**src/phr_pkg.sv**
```systemverilog
package phr_pkg;

    // Direct register select {high, low}
    localparam logic [1:0] SEL_STATUS_PTR = 2'h0;
    localparam logic [1:0] SEL_DATA       = 2'h1;
    localparam logic [1:0] SEL_INDIRECT   = 2'h2;
    localparam logic [1:0] SEL_CONTROL    = 2'h3;

    // Indirect space, indexed by the pointer
    localparam int          IND_COUNT    = 7;
    localparam logic [2:0]  IDX_COUNT    = 3'h0;
    localparam logic [2:0]  IDX_OWN_ADDR = 3'h1;
    localparam logic [2:0]  IDX_SCL_LOW  = 3'h2;
    localparam logic [2:0]  IDX_SCL_HIGH = 3'h3;
    localparam logic [2:0]  IDX_TIMEOUT  = 3'h4;
    localparam logic [2:0]  IDX_PRESET   = 3'h5;
    localparam logic [2:0]  IDX_MODE     = 3'h6;
    localparam logic [7:0]  IND_RESET [IND_COUNT] = '{
        8'h01, 8'hE0, 8'h9D, 8'h86, 8'hFF, 8'h00, 8'h00};

    // Reset values and masks of direct registers
    localparam logic [7:0] STATUS_RESET  = 8'hF8;
    localparam logic [7:0] POINTER_RESET = 8'h00;
    localparam logic [7:0] DATA_RESET    = 8'h00;
    localparam logic [7:0] CONTROL_RESET = 8'h00;
    localparam logic [7:0] STATUS_MASK   = 8'hFC;
    localparam logic [7:0] POINTER_MASK  = 8'h07;

    // Control register fields
    localparam int CTL_ACK_BIT    = 7;
    localparam int CTL_ENABLE_BIT = 6;
    localparam int CTL_START_BIT  = 5;
    localparam int CTL_STOP_BIT   = 4;
    localparam int CTL_SI_BIT     = 3;
    localparam int CTL_MODE_BIT   = 0;

    // Timing
    localparam int CLK_KHZ          = 125000;
    localparam int OSC_BASE_KHZ     = 28500;
    localparam int OSC_GLITCH_KHZ   = 32000;
    localparam int OSC_STARTUP_US   = 550;
    localparam int OSC_STARTUP_CYC  = OSC_STARTUP_US * (CLK_KHZ / 1000);

    typedef enum logic [1:0] {
        CYC_IDLE  = 2'b00,
        CYC_WRITE = 2'b01,
        CYC_READ  = 2'b10
    } phr_cycle_t;

    typedef struct packed {
        logic [7:0] status;
        logic       si_set;
        logic       stop_done;
        logic       rx_valid;
        logic [7:0] rx_data;
        logic       scl_drive_low;
        logic       sda_drive_low;
    } phr_engine_in_t;

    typedef struct packed {
        logic [7:0] control;
        logic [7:0] data;
        logic [7:0] count;
        logic [7:0] own_addr;
        logic [7:0] scl_low;
        logic [7:0] scl_high;
        logic [7:0] timeout;
        logic [7:0] mode;
    } phr_engine_cfg_t;

endpackage : phr_pkg

```
**src/phr_port.sv**
```systemverilog
`timescale 1ns/1ps
// Function
// - With chip select low the CPU moves data on the eight lines as strobes and address steer.
// - With chip select high the data lines are released from the next clock edge on.
// - Write data lands in the register when chip select or write strobe rises, whichever first.
// - A pending serial interrupt pulls the open-drain interrupt pin low; otherwise it is released.
// - A low reset pin clears all registers and returns the serial engine to its start state.
// - Serial timing comes from the internal oscillator, ready up to 550 us after enable is set.
// - The oscillator runs at 28.5 MHz typical, or 32 MHz on the glitch-free variant.
// - Eleven registers exist, four direct and seven reached through a pointer.
// - Indirect access writes the index to the pointer, then uses the indirect data field.
// - Pointer is at address 00, indirect field at 10, and index 02h is the clock low period.
// - Serial clock and data are open-drain outputs that are also sensed as inputs.
// - Data moves by single bytes through the data register, handshaken by interrupt or polling.
// - Write strobe and chip select both low load the bus data into the addressed register.
// - Read strobe and chip select both low drive the addressed register onto the data bus.
module phr_port #(
    parameter bit GLITCH_FREE_VARIANT = 1'b0,
    parameter int STARTUP_CYCLES      = phr_pkg::OSC_STARTUP_CYC
) (
    input  wire logic                    clock_in,
    input  wire logic                    rst_in,
    input  wire logic                    reset_n_in,
    input  wire logic                    chip_sel_n_in,
    input  wire logic                    rd_n_in,
    input  wire logic                    wr_n_in,
    input  wire logic                    reg_select_bit_low_in,
    input  wire logic                    reg_select_bit_high_in,
    input  wire logic [7:0]              data_in,
    output logic      [7:0]              data_out,
    output logic                         data_oe_out,
    output logic                         irq_n_out,
    output logic                         irq_n_oe_out,
    input  wire logic                    scl_in,
    output logic                         scl_out,
    output logic                         scl_oe_out,
    input  wire logic                    sda_in,
    output logic                         sda_out,
    output logic                         sda_oe_out,
    input  wire phr_pkg::phr_engine_in_t engine_in,
    output phr_pkg::phr_engine_cfg_t     engine_cfg_out,
    output logic                         engine_reset_out,
    output logic                         si_clear_out,
    output logic                         preset_write_out,
    output logic                         osc_tick_out,
    output logic                         osc_ready_out,
    output logic                         scl_level_out,
    output logic                         sda_level_out
);

    localparam int OSC_KHZ = GLITCH_FREE_VARIANT ? phr_pkg::OSC_GLITCH_KHZ
                                                 : phr_pkg::OSC_BASE_KHZ;
    localparam int CNT_W   = $clog2(STARTUP_CYCLES + 1);

    generate
        if (OSC_KHZ >= phr_pkg::CLK_KHZ || STARTUP_CYCLES < 1) begin : g_chk
            $error("Oscillator rate or startup count not supported");
        end
    endgenerate

    phr_pkg::phr_cycle_t cyc_q;
    phr_pkg::phr_cycle_t cyc_d;
    logic [1:0]  wr_sel_q;
    logic [7:0]  wr_data_q;
    logic        commit;
    logic        write_act;
    logic        read_act;
    logic [1:0]  sel;
    logic [7:0]  pointer_q;
    logic [7:0]  status_q;
    logic [7:0]  data_q;
    logic [7:0]  control_q;
    logic [7:0]  ind_q [phr_pkg::IND_COUNT];
    logic [7:0]  rd_mux;
    logic [7:0]  ind_rd;
    logic        soft_clr;
    logic [17:0] phase_q;
    logic [CNT_W-1:0] start_cnt_q;

    assign sel       = {reg_select_bit_high_in, reg_select_bit_low_in};
    assign write_act = !chip_sel_n_in && !wr_n_in;
    assign read_act  = !chip_sel_n_in && !rd_n_in && wr_n_in;
    // End of the active window is the first rising edge of either strobe
    assign commit    = (cyc_q == phr_pkg::CYC_WRITE) && !write_act;
    assign soft_clr  = !reset_n_in;

    always_comb begin
        cyc_d = phr_pkg::CYC_IDLE;
        if (write_act) begin
            cyc_d = phr_pkg::CYC_WRITE;
        end else if (read_act) begin
            cyc_d = phr_pkg::CYC_READ;
        end
    end

    always_ff @(posedge clock_in or posedge rst_in) begin
        if (rst_in) begin
            cyc_q <= phr_pkg::CYC_IDLE;
        end else begin
            cyc_q <= cyc_d;
        end
    end

    // Latch address and data every active cycle; last sample wins
    always_ff @(posedge clock_in or posedge rst_in) begin
        if (rst_in) begin
            wr_sel_q  <= 2'h0;
            wr_data_q <= 8'h00;
        end else if (write_act) begin
            wr_sel_q  <= sel;
            wr_data_q <= data_in;
        end
    end

    // Pointer shares address 00 with status, split by direction
    always_ff @(posedge clock_in or posedge rst_in) begin
        if (rst_in) begin
            pointer_q <= phr_pkg::POINTER_RESET;
        end else if (soft_clr) begin
            pointer_q <= phr_pkg::POINTER_RESET;
        end else if (commit && wr_sel_q == phr_pkg::SEL_STATUS_PTR) begin
            pointer_q <= wr_data_q & phr_pkg::POINTER_MASK;
        end
    end

    always_ff @(posedge clock_in or posedge rst_in) begin
        if (rst_in) begin
            status_q <= phr_pkg::STATUS_RESET;
        end else if (soft_clr) begin
            status_q <= phr_pkg::STATUS_RESET;
        end else begin
            status_q <= engine_in.status & phr_pkg::STATUS_MASK;
        end
    end

    // Engine capture and CPU write of the data byte
    always_ff @(posedge clock_in or posedge rst_in) begin
        if (rst_in) begin
            data_q <= phr_pkg::DATA_RESET;
        end else if (soft_clr) begin
            data_q <= phr_pkg::DATA_RESET;
        end else if (commit && wr_sel_q == phr_pkg::SEL_DATA) begin
            data_q <= wr_data_q;
        end else if (engine_in.rx_valid) begin
            data_q <= engine_in.rx_data;
        end
    end

    // Writing control clears the interrupt flag; a new request wins
    always_ff @(posedge clock_in or posedge rst_in) begin
        if (rst_in) begin
            control_q <= phr_pkg::CONTROL_RESET;
        end else if (soft_clr) begin
            control_q <= phr_pkg::CONTROL_RESET;
        end else begin
            if (commit && wr_sel_q == phr_pkg::SEL_CONTROL) begin
                control_q <= wr_data_q;
                control_q[phr_pkg::CTL_SI_BIT] <= 1'b0;
                if (!wr_data_q[phr_pkg::CTL_STOP_BIT] || engine_in.stop_done)
                begin
                    control_q[phr_pkg::CTL_STOP_BIT] <= 1'b0;
                end
            end else if (engine_in.stop_done) begin
                control_q[phr_pkg::CTL_STOP_BIT] <= 1'b0;
            end
            if (engine_in.si_set) begin
                control_q[phr_pkg::CTL_SI_BIT] <= 1'b1;
            end
        end
    end

    // Seven pointer-selected registers, one per entry
    generate
        for (genvar i = 0; i < phr_pkg::IND_COUNT; i++) begin : g_ind
            always_ff @(posedge clock_in or posedge rst_in) begin
                if (rst_in) begin
                    ind_q[i] <= phr_pkg::IND_RESET[i];
                end else if (soft_clr) begin
                    ind_q[i] <= phr_pkg::IND_RESET[i];
                end else if (commit && wr_sel_q == phr_pkg::SEL_INDIRECT
                             && pointer_q[2:0] == 3'(i)) begin
                    ind_q[i] <= wr_data_q;
                end
            end
        end
    endgenerate

    always_comb begin
        ind_rd = 8'h00;
        // Trigger register is write-only; unused index reads zero
        if (pointer_q[2:0] != phr_pkg::IDX_PRESET
            && pointer_q[2:0] < 3'(phr_pkg::IND_COUNT)) begin
            ind_rd = ind_q[pointer_q[2:0]];
        end
    end

    always_comb begin
        case (sel)
            phr_pkg::SEL_STATUS_PTR: rd_mux = status_q;
            phr_pkg::SEL_DATA:       rd_mux = data_q;
            phr_pkg::SEL_INDIRECT:   rd_mux = ind_rd;
            phr_pkg::SEL_CONTROL:    rd_mux = control_q;
            default:                 rd_mux = 8'h00;
        endcase
    end

    // Driven one cycle after the strobe is seen low; released likewise
    always_ff @(posedge clock_in or posedge rst_in) begin
        if (rst_in) begin
            data_out    <= 8'h00;
            data_oe_out <= 1'b0;
        end else begin
            data_out    <= read_act ? rd_mux : 8'h00;
            data_oe_out <= read_act;
        end
    end

    always_ff @(posedge clock_in or posedge rst_in) begin
        if (rst_in) begin
            irq_n_out        <= 1'b0;
            irq_n_oe_out     <= 1'b0;
            engine_reset_out <= 1'b1;
            si_clear_out     <= 1'b0;
            preset_write_out <= 1'b0;
        end else begin
            irq_n_out        <= 1'b0;
            irq_n_oe_out     <= control_q[phr_pkg::CTL_SI_BIT];
            engine_reset_out <= soft_clr;
            si_clear_out     <= commit && wr_sel_q == phr_pkg::SEL_CONTROL;
            preset_write_out <= commit && wr_sel_q == phr_pkg::SEL_INDIRECT
                                && pointer_q[2:0] == phr_pkg::IDX_PRESET;
        end
    end

    always_ff @(posedge clock_in or posedge rst_in) begin
        if (rst_in) begin
            engine_cfg_out <= '0;
        end else begin
            engine_cfg_out.control  <= control_q;
            engine_cfg_out.data     <= data_q;
            engine_cfg_out.count    <= ind_q[phr_pkg::IDX_COUNT];
            engine_cfg_out.own_addr <= ind_q[phr_pkg::IDX_OWN_ADDR];
            engine_cfg_out.scl_low  <= ind_q[phr_pkg::IDX_SCL_LOW];
            engine_cfg_out.scl_high <= ind_q[phr_pkg::IDX_SCL_HIGH];
            engine_cfg_out.timeout  <= ind_q[phr_pkg::IDX_TIMEOUT];
            engine_cfg_out.mode     <= ind_q[phr_pkg::IDX_MODE];
        end
    end

    // Open-drain: only ever pull low, lines sensed back
    always_ff @(posedge clock_in or posedge rst_in) begin
        if (rst_in) begin
            scl_out       <= 1'b0;
            sda_out       <= 1'b0;
            scl_oe_out    <= 1'b0;
            sda_oe_out    <= 1'b0;
            scl_level_out <= 1'b1;
            sda_level_out <= 1'b1;
        end else begin
            scl_out       <= 1'b0;
            sda_out       <= 1'b0;
            scl_oe_out    <= engine_in.scl_drive_low && !soft_clr;
            sda_oe_out    <= engine_in.sda_drive_low && !soft_clr;
            scl_level_out <= scl_in;
            sda_level_out <= sda_in;
        end
    end

    // Fractional accumulator stands in for the free-running oscillator
    always_ff @(posedge clock_in or posedge rst_in) begin
        if (rst_in) begin
            phase_q      <= 18'h00000;
            osc_tick_out <= 1'b0;
        end else if (!control_q[phr_pkg::CTL_ENABLE_BIT]) begin
            phase_q      <= 18'h00000;
            osc_tick_out <= 1'b0;
        end else if (phase_q + 18'(OSC_KHZ) >= 18'(phr_pkg::CLK_KHZ)) begin
            phase_q      <= phase_q + 18'(OSC_KHZ)
                            - 18'(phr_pkg::CLK_KHZ);
            osc_tick_out <= osc_ready_out;
        end else begin
            phase_q      <= phase_q + 18'(OSC_KHZ);
            osc_tick_out <= 1'b0;
        end
    end

    // Startup wait restarts whenever the engine is disabled
    always_ff @(posedge clock_in or posedge rst_in) begin
        if (rst_in) begin
            start_cnt_q   <= '0;
            osc_ready_out <= 1'b0;
        end else if (!control_q[phr_pkg::CTL_ENABLE_BIT]) begin
            start_cnt_q   <= '0;
            osc_ready_out <= 1'b0;
        end else if (start_cnt_q != CNT_W'(STARTUP_CYCLES)) begin
            start_cnt_q   <= start_cnt_q + CNT_W'(1);
            osc_ready_out <= 1'b0;
        end else begin
            osc_ready_out <= 1'b1;
        end
    end

endmodule : phr_port

```
**config.mk**
```make
export PLATFORM = sky130hd
export DESIGN_NAME = phr_port
export DESIGN_NICKNAME = d
export VERILOG_FILES = /design/src/phr_pkg.sv /design/src/phr_port.sv
export SDC_FILE = /design/constraint.sdc
export NUM_CORES = 1
export LEC_CHECK = 0
export BUFFER_PORTS_ARGS = -buffer_cell sky130_fd_sc_hd__buf_2
export CAP_MARGIN = 20
export CORE_MARGIN = 3
export CORE_UTILIZATION = 57
export DETAILED_ROUTE_END_ITERATION = 10
export MAX_ROUTING_LAYER = met4
export PLACE_DENSITY = 0.91
export SETUP_SLACK_MARGIN = 0.15
export SLEW_MARGIN = 25
export SYNTH_ARGS = -nofsm -noshare
export SYNTH_HDL_FRONTEND = slang
export SYNTH_SLANG_ARGS = --single-unit
export TNS_END_PERCENT = 20
```
**constraint.sdc**
```tcl
create_clock -name clock_in -period 6.85 [get_ports clock_in]
set_input_delay 0.3425 -clock clock_in [delete_from_list [all_inputs] [get_ports clock_in]]
set_output_delay 0.3425 -clock clock_in [all_outputs]
set_load 0.005 [all_outputs]
```
## Word-level counts from Yosys, hierarchy flattened

Cells that the tools add are included.

| storage, ports and cells | value |
|---|---|
| register bits | 213 |
| logic and storage cells | 144 |
| bits of input ports | 39 |

| operators by class | value |
|---|---|
| reductions and logical operators | 28 |
| add/subtract/negate cells | 3 |
| $lt $le $gt $ge | 3 |
| equal/unequal tests | 28 |
| bitwise gates (word level) | 1 |
| muxes and demuxes | 43 |

Operators by type and width:

| kind | count |
|---|---|
| 8-bit two-way mux | 23 |
| 18-bit two-way mux | 2 |
| 17-bit two-way mux | 2 |
| 8-bit one-hot mux with 4 select lines | 1 |
| 8-bit binary-select mux with 3-bit select | 1 |
| 2-bit by 1-bit != test with 1-bit output, second input constant | 10 |
| 18-bit by 15-bit adder with 18-bit output, second input constant | 1 |
| 18-bit by 17-bit >= comparator with 1-bit output, second input constant | 1 |
| 1-bit logical AND | 18 |
| 18-bit by 17-bit subtractor with 18-bit output, second input constant | 1 |
| 17-bit by 1-bit adder with 17-bit output, second input constant | 1 |
| 17-bit != test, second input constant | 1 |
| 3-bit == test, second input constant | 3 |
| 3-bit two-way mux | 3 |
| 3-bit by 1-bit != test with 1-bit output, second input constant | 3 |
| 2-bit == test, second input constant | 4 |
| 1-bit two-way mux | 8 |
| 2-bit by 1-bit == test with 1-bit output, second input constant | 3 |
| 3-bit by 2-bit == test with 1-bit output, second input constant | 2 |
| 1-bit logical NOT | 6 |
| 4-bit >= comparator, second input constant | 1 |
| 2-bit logical NOT | 2 |
| 2-bit two-way mux | 2 |
| 4-bit two-way mux | 1 |
| other kinds (6) | 6 |

## Longest topological paths before layout

Gate-level depths: netlist (run 1).

| depth | value |
|---|---|
| depth after elaboration | 8 |
| mapped depth | 10 |
| mapped depth without buffers | 10 |

## Worst setup path after synthesis (run 1)

OpenSTA, ideal clock, no wires.

| timing path | value |
|---|---|
| kind | register to register |
| start point | register phase_q[8] |
| end point | register phase_q[15] |
| data arrival time | 2.340 ns |
| path slack | 4.391 ns |
| clock period less this slack | 2.459 ns |
| stages on the path, launching flop included | 8 |
| path buffers | 1 |
| path through | dfrtp_1 buf_6 or4_4 or4_4 a222oi_1 a22oi_1 and3_4 a31o_1 |

| on the way | value |
|---|---|
| cells in the longest elaborated chain, start to end | 4 |
| elaborated cells on any way between the ends | 5 |

Ends and longest elaborated chain:

| element | line | text |
|---|---|---|
| start, declared | phr_port.sv:77 | `logic [17:0] phase_q;` |
| start signal, assigned | phr_port.sv:278 | `phase_q <= phase_q + 18'(OSC_KHZ)` |
| start signal, assigned | phr_port.sv:282 | `phase_q <= phase_q + 18'(OSC_KHZ);` |
| 18-bit by 15-bit adder with 18-bit output * | phr_port.sv:277, phr_port.sv:278, phr_port.sv:282 |  |
| 18-bit by 17-bit subtractor with 18-bit output or 18-bit by 17-bit >= comparator with 1-bit output (tied branches) | phr_port.sv:279, phr_port.sv:277 |  |
| 18-bit two-way mux * | phr_port.sv:277 | `end else if (phase_q + 18'(OSC_KHZ) >= 18'(phr_pkg::CLK_KHZ)) begin` |
| 18-bit two-way mux * | phr_port.sv:274 | `end else if (!control_q[phr_pkg::CTL_ENABLE_BIT]) begin` |

Every way passes the cells marked *; elsewhere a longest branch is shown, timed or not.
A chain may end at the register's enable or synchronous reset.

## Worst setup path after layout (run 1)

| timing path | value |
|---|---|
| start point | register phase_q[8] |
| end point | register phase_q[4] |

| on the way | value |
|---|---|
| cells in the longest elaborated chain, start to end | 4 |

Ends and longest elaborated chain:

| element | line |
|---|---|
| 18-bit by 15-bit adder with 18-bit output | phr_port.sv:277 |
| 18-bit by 17-bit >= comparator with 1-bit output | phr_port.sv:277 |
| 18-bit two-way mux | phr_port.sv:277 |
| 18-bit two-way mux | phr_port.sv:274 |

No other way between the ends.

==> qor.yml, run 1 <==
run_status:
  status: "finished clean"
worst_hold_path:
  hold_start: "engine_in[11]"
  holdPathStages: 2
  hold_end: "control_q[4]$_DFFE_PP0P_"
  hold_path_class: "primary input to register"
synthesis:
  yosys.area.top_type: "dfrtp_1"
  synthArstFlopShare_pct: 100
  synth_compound_area_share_pct: 6.93
  netlist_area_um2: 8590
  yosys-top-cells-count: "172 x dfrtp_1, 77 x nor2_1, 76 x mux2i_1, 56 x nand2_1, 33 x clkbuf_1"
  synth.distinct_cells: 67
  synth_xor_area_share_pct: 2.55
  synth_top_family_by_area: "multiplexers"
  synth_edf_count: 0
  synth_top_area_share_pct: 50.1
  synthTopCellsByArea: "dfrtp_1 50%, mux2i_1 8.9%, dfstp_2 8.6%"
  synth.area.mux_share_pct: 14.2
  ys_seq_area_share_pct: 58.6
  synth_most_common_cell: "dfrtp_1"
  synthesis.area_per_instance_um2: 12.1
  synth_cells: 711
  synth-seq-cells: 200
  synth-main-ff-cell: "dfrtp_1"
  synthSimpleGateAreaFrac_pct: 13.9
  yosysWarnings: 0
  synthAdderAreaFrac_pct: 0.728
setup_path:
  worst_r2r_path_depth: 7
  critical_path_buf_inv_count: 0
  cp_max_fo: 23
  worst_path_max_delay_cell: "nor4_1"
  timing.rr.start: "phase_q[8]$_DFF_PP0_"
  arrival_ns: 3.44
  cp.required_ns: 7.21
  path_cells: "nor4_1, nand3_1, o31ai_1, o211ai_1, o211ai_4, mux2_2, nor2_1"
  r2r_setup_slack_ns: 3.78
  setup.worst_path.start: "phase_q[8]$_DFF_PP0_"
  path_class: "register to register"
  worst_setup_path_end_kind: "register"
  cp_top_family: "compound AO/OA/AOI/OAI gates"
  r2r_end: "phase_q[4]$_DFF_PP0_"
  cp-start-kind: "register"
  max_stage_delay_ns: 0.59
detailed_routing:
  num_vias: 5966
  vias_per_cell: 5.92
  final_antenna_net_count: 0
  drt-total-wl_um: 19900
  dr.pass1.iters: 5
  initialDrtViolationCount: 480
  wire_per_inst_um: 19.7
  drc_errors: 0
timing:
  final-hold-violation-count: 0
  fin_crit_ns: 3.07
  tightest_slew_ns: 1.01
  skew_ns: 0.00709
  setup_violations: 0
  layout_worst_path_cycle_share_pct: 44.9
  timing.fmax_ghz: 0.325
  maxSlewViolCount: 0
  rsz0062_at_grt: "no"
  tns_ns: 0
  slew_headroom_pct: 32.7
global_route:
  antenna_found_initial: 0
  grt_pass1_vias: 5941
  grt_max_degree: 146
  grt.total_usage_pct: 25.6
  grt_pass1_wl_um: 31500
  gr-total-overflow: 0
pwr:
  peakVddDrop_mv: 0.204
  powerDensity_nw_per_um2: 244
  leakagePower_nw: 4.79
clock_network:
  cts-root-buf: "clkbuf_16"
  cts_setup_buffers: 0
  htree_num_levels: 4
  cts_buffers: 17
  tritoncts: "yes"
  cts_resized: 0
  cts_sinks: 200
  clk_latency_ns: 0.44
  clockBufferDepth: 2
  clkSlewWorstSetupHoldPaths_ns: 0.07
final_layout:
  instances_no_fill: 1008
  n_antenna_cell: 0
  drive_gt1_share_pct: 27.3
  nets: 855
  area_growth_pct: 15.2
placed_design:
  dp_hpwl_um: 12700
  io_buffers: 119
  dp.cells: 972
  gp_congestion: 0.898
floorplan:
  die_y_um: 129
  die-area_um2: 16600
  core-area_um2: 14600
  io-pin-count: 125
  die-width_um: 129
  start_util_pct: 58.7
  num_rows: 44
job:
  maxCapViolCount: 0
state kept, by name, indices dropped and copies added (netlist names), 2 cells and up:
signal and count:
phase_q 16, wr_data_q 8, data_out 8, status_q 6, start_cnt_q 17, ind_q 48
cyc_q 2, data_q 8, engine_cfg_out 64, wr_sel_q 2, control_q 8, pointer_q 3
layer usage:
| layer | global-route usage [%] | routed length, um |
|---|---|---|
| met1 | 32.7 | 8110 |
| met2 | 39.1 | 9630 |
| met3 | 5.85 | 1240 |
| met4 | 12.0 | 898 |
| met5 | - | 0 |
cell usage in the layout, fill, tap and decap left out, types with 4 or more instances in the layout:
master,instances
xor2_1,13
mux2i_1,76
and3b_1,4
nand2_1,56
nand3_1,11
o2bb2ai_1,8
nor2b_1,8
or3_1,5
nor3b_1,4
a211oi_1,11
nor2_1,77
ha_1,5
xnor2_1,12
buf_2,119
a22oi_1,4
nand2b_1,8
inv_6,4
mux4_2,14
a21oi_1,17
dfstp_2,28
o21ai_0,9
nor3_1,8
and2_1,15
mux2_2,13
clkbuf_16,17
a21o_1,4
o31ai_1,4
and3_1,4
inv_8,4
dfrtp_1,172
nor4b_1,4
o211ai_1,4
nand4_1,8
nor4_1,5
inv_1,8
worst max-delay path by stage:
stage | cells past startpoint | slack (ns) | endpoint
2_1_floorplan | 1 | 1.10 | control_q[0]$_DFFE_PP0P_
3_3_place_gp | 8 | 3.93 | phase_q[4]$_DFF_PP0_
3_5_place_dp | 7 | 3.85 | phase_q[4]$_DFF_PP0_
4_1_cts | 8 | 3.84 | phase_q[4]$_DFF_PP0_
5_1_grt | 7 | 3.47 | phase_q[4]$_DFF_PP0_
6_report | 7 | 3.78 | phase_q[4]$_DFF_PP0_
metrics by stage:
step           setup WS (ns)  hold WS, ns  util (%)  total power [mW]  cell area (um^2)
6_report                3.78       0.0617      67.6              2.41              9900
3_3_place_gp            3.93        0.383      63.1              1.41              9240
5_1_grt                 3.47       0.0642      67.6              2.49              9900
3_5_place_dp            3.85        0.388      63.1              1.41              9250
4_1_cts                 3.84       0.0517      67.4              2.43              9870
2_1_floorplan           1.10        0.347         -              1.36              8600
where the power goes:
group	leakage, nW	internal (mW)	switching [mW]
clock	0.287	0.559	0.456
combinational	1.96	0.0622	0.0807
sequential	2.55	1.21	0.0456
area by class of cell:
class	instances	area [um^2]
inverter	12	52.6
tap	184	230
clock buffer	19	443
fill	967	4740
clock inverter	13	156
sequential	200	5040
multi-input combinational	455	3310
timing repair buffer	125	668
cell families (layout without fill, tap and decap cells):
kind of cell,after synthesis,count (layout)
and+or+nand+nor,237,237
DFF,200,200
muxes,103,103
AOI/OAI and AO/OA,82,82
buffers and inverters,58,169
xor gates and xnor gates,25,25
adders and majority gates,5,5
other,1,3
repair_timing:
action | in CTS | in global routing
setup endpoints to repair | 0 | 0
hold endpoints to repair | 2 | 42
hold buffers | 2 | 1
Power figures use the tool's default switching activity.
==> run 2: changes to the inputs <==
Settings changed: ABC_AREA set to 1, CORE_UTILIZATION 57 to 51, PLACE_DENSITY 0.91 to 0.86.
Clock period 6.85 ns to 2.51 ns, I/O delays scaled along.
==> run 2 against run 1 <==
  * Flip-flop and latch count unchanged
  * Hold slack worse by 0.049 ns
  * Cell area up 4.2%
  * Combinational power rose to 5.3 times the previous value
  * Critical endpoint is now phase_q[17]$_DFF_PP0_
  * Largest cell class unchanged
==> qor.yml, run 2 <==
run_status:
  status: "finished clean"
setup_path:
  r2r_end: "phase_q[17]$_DFF_PP0_"
  cp-start-kind: "register"
  cp.required_ns: 2.87
  cp_max_fo: 4
  r2r_setup_slack_ns: 0.27
  max_stage_delay_ns: 0.43
  timing.rr.start: "phase_q[3]$_DFF_PP0_"
  path_class: "register to register"
  path_cells: "ha_4, xor2_2, ha_1, nand2_1, nand2_1, nand2_1, inv_1, nand3_1, nand2_1, nand2_1, nand3_1, or2_1, a21oi_1"
  crit_top_cell: "nand2_1"
  worst_path_max_delay_cell: "dfrtp_1"
  worst_r2r_path_depth: 13
  arrival_ns: 2.61
  worst_setup_path_end_kind: "register"
clock_network:
  tritoncts: "yes"
  htree_num_levels: 4
  cts_sinks: 200
  clockBufferDepth: 2
  cts-root-buf: "clkbuf_16"
  clkSlewWorstSetupHoldPaths_ns: 0.08
  clk_latency_ns: 0.44
  cts_buffers: 17
final_layout:
  layout_common_cells: "255 x nand2_1, 170 x dfrtp_1, 119 x buf_2"
  nets: 1157
  area_growth_pct: 21.5
  largest_reg_flops: 64
  drive_gt1_share_pct: 20.6
  fillers: 1260
  top_regs: "engine_cfg_out x64, ind_q x48, start_cnt_q x17"
  n_antenna_cell: 0
  postLayoutCoreUtil_pct: 64.0
  largest-register: "engine_cfg_out"
  multiInputGateArea_um2: 3000
  layout_commonest_cell: "nand2_1"
  instances_no_fill: 1342
  regArea_um2: 5040
placed_design:
  gp_congestion: 0.917
  dp.cells: 1278
  dp_slack_ns: 0.0457
  io_buffers: 119
  dp_hpwl_um: 14800
timing:
  layout_worst_path_cycle_share_pct: 89.3
  maxSlewViolCount: 0
  slew_headroom_pct: 33.8
  timing.fmax_ghz: 0.446
  skew_ns: 0.0131
  rsz0062_at_grt: "yes"
  tightest_slew_ns: 0.992
  final-hold-violation-count: 0
  whs_ns: 0.0130
  setup_violations: 0
  fin_ws_ns: 0.269
  tns_ns: 0
  fin_crit_ns: 2.24
pwr:
  pwr-share-seq_pct: 51.4
  leakagePower_nw: 5.28
  switching_share_pct: 28.0
  p_comb_share_pct: 10.8
  power.internal_mw: 5.10
  powerDensity_nw_per_um2: 687
  peakVddDrop_mv: 0.572
  switching_power_mw: 1.99
  clockPowerShare_pct: 37.8
global_route:
  antenna_found_initial: 0
  gr-total-overflow: 0
  grt_max_degree: 98
  grt_pass1_vias: 7159
  grt_pass1_wl_um: 35700
  grt.total_usage_pct: 25.7
worst_hold_path:
  holdPathStages: 3
  hold_end: "data_q[0]$_DFFE_PP0P_"
  hold_start: "engine_in[2]"
  hold_path_class: "primary input to register"
detailed_routing:
  wire_per_inst_um: 16.6
  dr.pass1.iters: 8
  drc_errors: 0
  vias_per_cell: 5.45
  final_antenna_net_count: 0
  initialDrtViolationCount: 693
  drt-total-wl_um: 22200
  num_vias: 7319
floorplan:
  die_y_um: 135
  die-width_um: 135
  io-pin-count: 125
  core-area_um2: 16100
  start_util_pct: 52.7
  num_rows: 46
  die-area_um2: 18200
synthesis:
  ys_seq_area_share_pct: 59.3
  synthesis.area_per_instance_um2: 8.91
  yosysWarnings: 0
  netlist_area_um2: 8500
  synth.distinct_cells: 41
  synth_top_area_share_pct: 50.7
  synth_cells: 954
  synth_most_common_cell: "nand2_1"
  yosys-top-cells-count: "255 x nand2_1, 172 x dfrtp_1, 98 x o21ai_0, 97 x inv_1, 80 x nor2_1"
  yosys.area.top_type: "dfrtp_1"
  synthArstFlopShare_pct: 100
  synth_edf_count: 0
  synth-main-ff-cell: "dfrtp_1"
  synth-seq-cells: 200
  synthTopCellsByArea: "dfrtp_1 51%, nand2_1 11%, dfstp_2 8.7%"
job:
  maxCapViolCount: 0
==> run 2: timing repair <==
| action | 4_1_cts | 5_1_grt |
|---|---|---|
| gates cloned | 1 | 0 |
| setup buffers | 0 | 3 |
| pin swaps | 1 | 2 |
| resized for setup | 3 | 10 |
| endpoints found under the hold margin | 199 | 0 |
| endpoints found under the setup margin | 13 | 20 |
| hold buffers | 28 | 0 |
==> run 2: kinds of logic after synthesis <==
logic type	after synthesis	synth area share, %
adders and majority gates	5	0.736
muxes	2	0.236
AOI/OAI and AO/OA	160	10.4
xor gates and xnor gates	11	1.13
DFF	200	59.3
other	1	0.0441
buffers and inverters	135	6.38
and+or+nand+nor	440	21.8
==> run 2: how the worst max path moves through the flow <==
stage | depth (start not counted) | end | start
final | 13 | phase_q[17]$_DFF_PP0_ | phase_q[3]$_DFF_PP0_
after CTS | 14 | phase_q[17]$_DFF_PP0_ | phase_q[2]$_DFF_PP0_
after detailed placement | 15 | phase_q[7]$_DFF_PP0_ | phase_q[2]$_DFF_PP0_
after global routing | 14 | phase_q[17]$_DFF_PP0_ | phase_q[2]$_DFF_PP0_
after global placement | 15 | phase_q[8]$_DFF_PP0_ | phase_q[2]$_DFF_PP0_
after floorplan | 1 | control_q[0]$_DFFE_PP0P_ | rst_in
==> run 2: power groups by stage <==
| stage | logic [mW] | registers [mW] | clock network (mW) |
|---|---|---|---|
| after global placement | 0.686 | 3.69 | 0 |
| after global routing | 0.854 | 3.67 | 2.82 |
| after CTS | 0.750 | 3.64 | 2.67 |
| after floorplan | 0.396 | 3.67 | 0 |
| final | 0.765 | 3.65 | 2.68 |
| after detailed placement | 0.710 | 3.70 | 0 |
==> run 2: routing by layer <==
| layer | vias up | global-route usage [%] | part of all wire (%) |
|---|---|---|---|
| met3 | 66 | 4.88 | 6.9 |
| met2 | 376 | 41.6 | 50 |
| li1 | 3383 | - | - |
| met1 | 3494 | 32.4 | 40 |
| met4 | 0 | 10.0 | 3.0 |
| met5 | - | - | 0 |
==> run 2: final cells by class <==
cell class | count | area share [%]
sequential | 200 | 48.9
clock buffer | 17 | 4.12
inverter | 109 | 4.03
tap | 216 | 2.62
multi-input combinational | 622 | 29.1
clock inverter | 15 | 1.50
timing repair buffer | 163 | 9.77
==> run 2: critical path: cells and delay by family, from the launching register on <==
family          cells  cell delay, ns
compound gates      1            0.13
simple gates        8            0.93
flops               1            0.43
fa+ha+maj           2            0.44
xor+xnor            1            0.17
buf+inv             1            0.05
==> run 2: through the flow <==
| stage | power [mW] | instance area (um^2) |
|---|---|---|
| after floorplan | 4.06 | 8510 |
| after global placement | 4.38 | 9350 |
| after detailed placement | 4.41 | 9350 |
| after CTS | 7.06 | 10200 |
| after global routing | 7.35 | 10300 |
| final | 7.09 | 10300 |
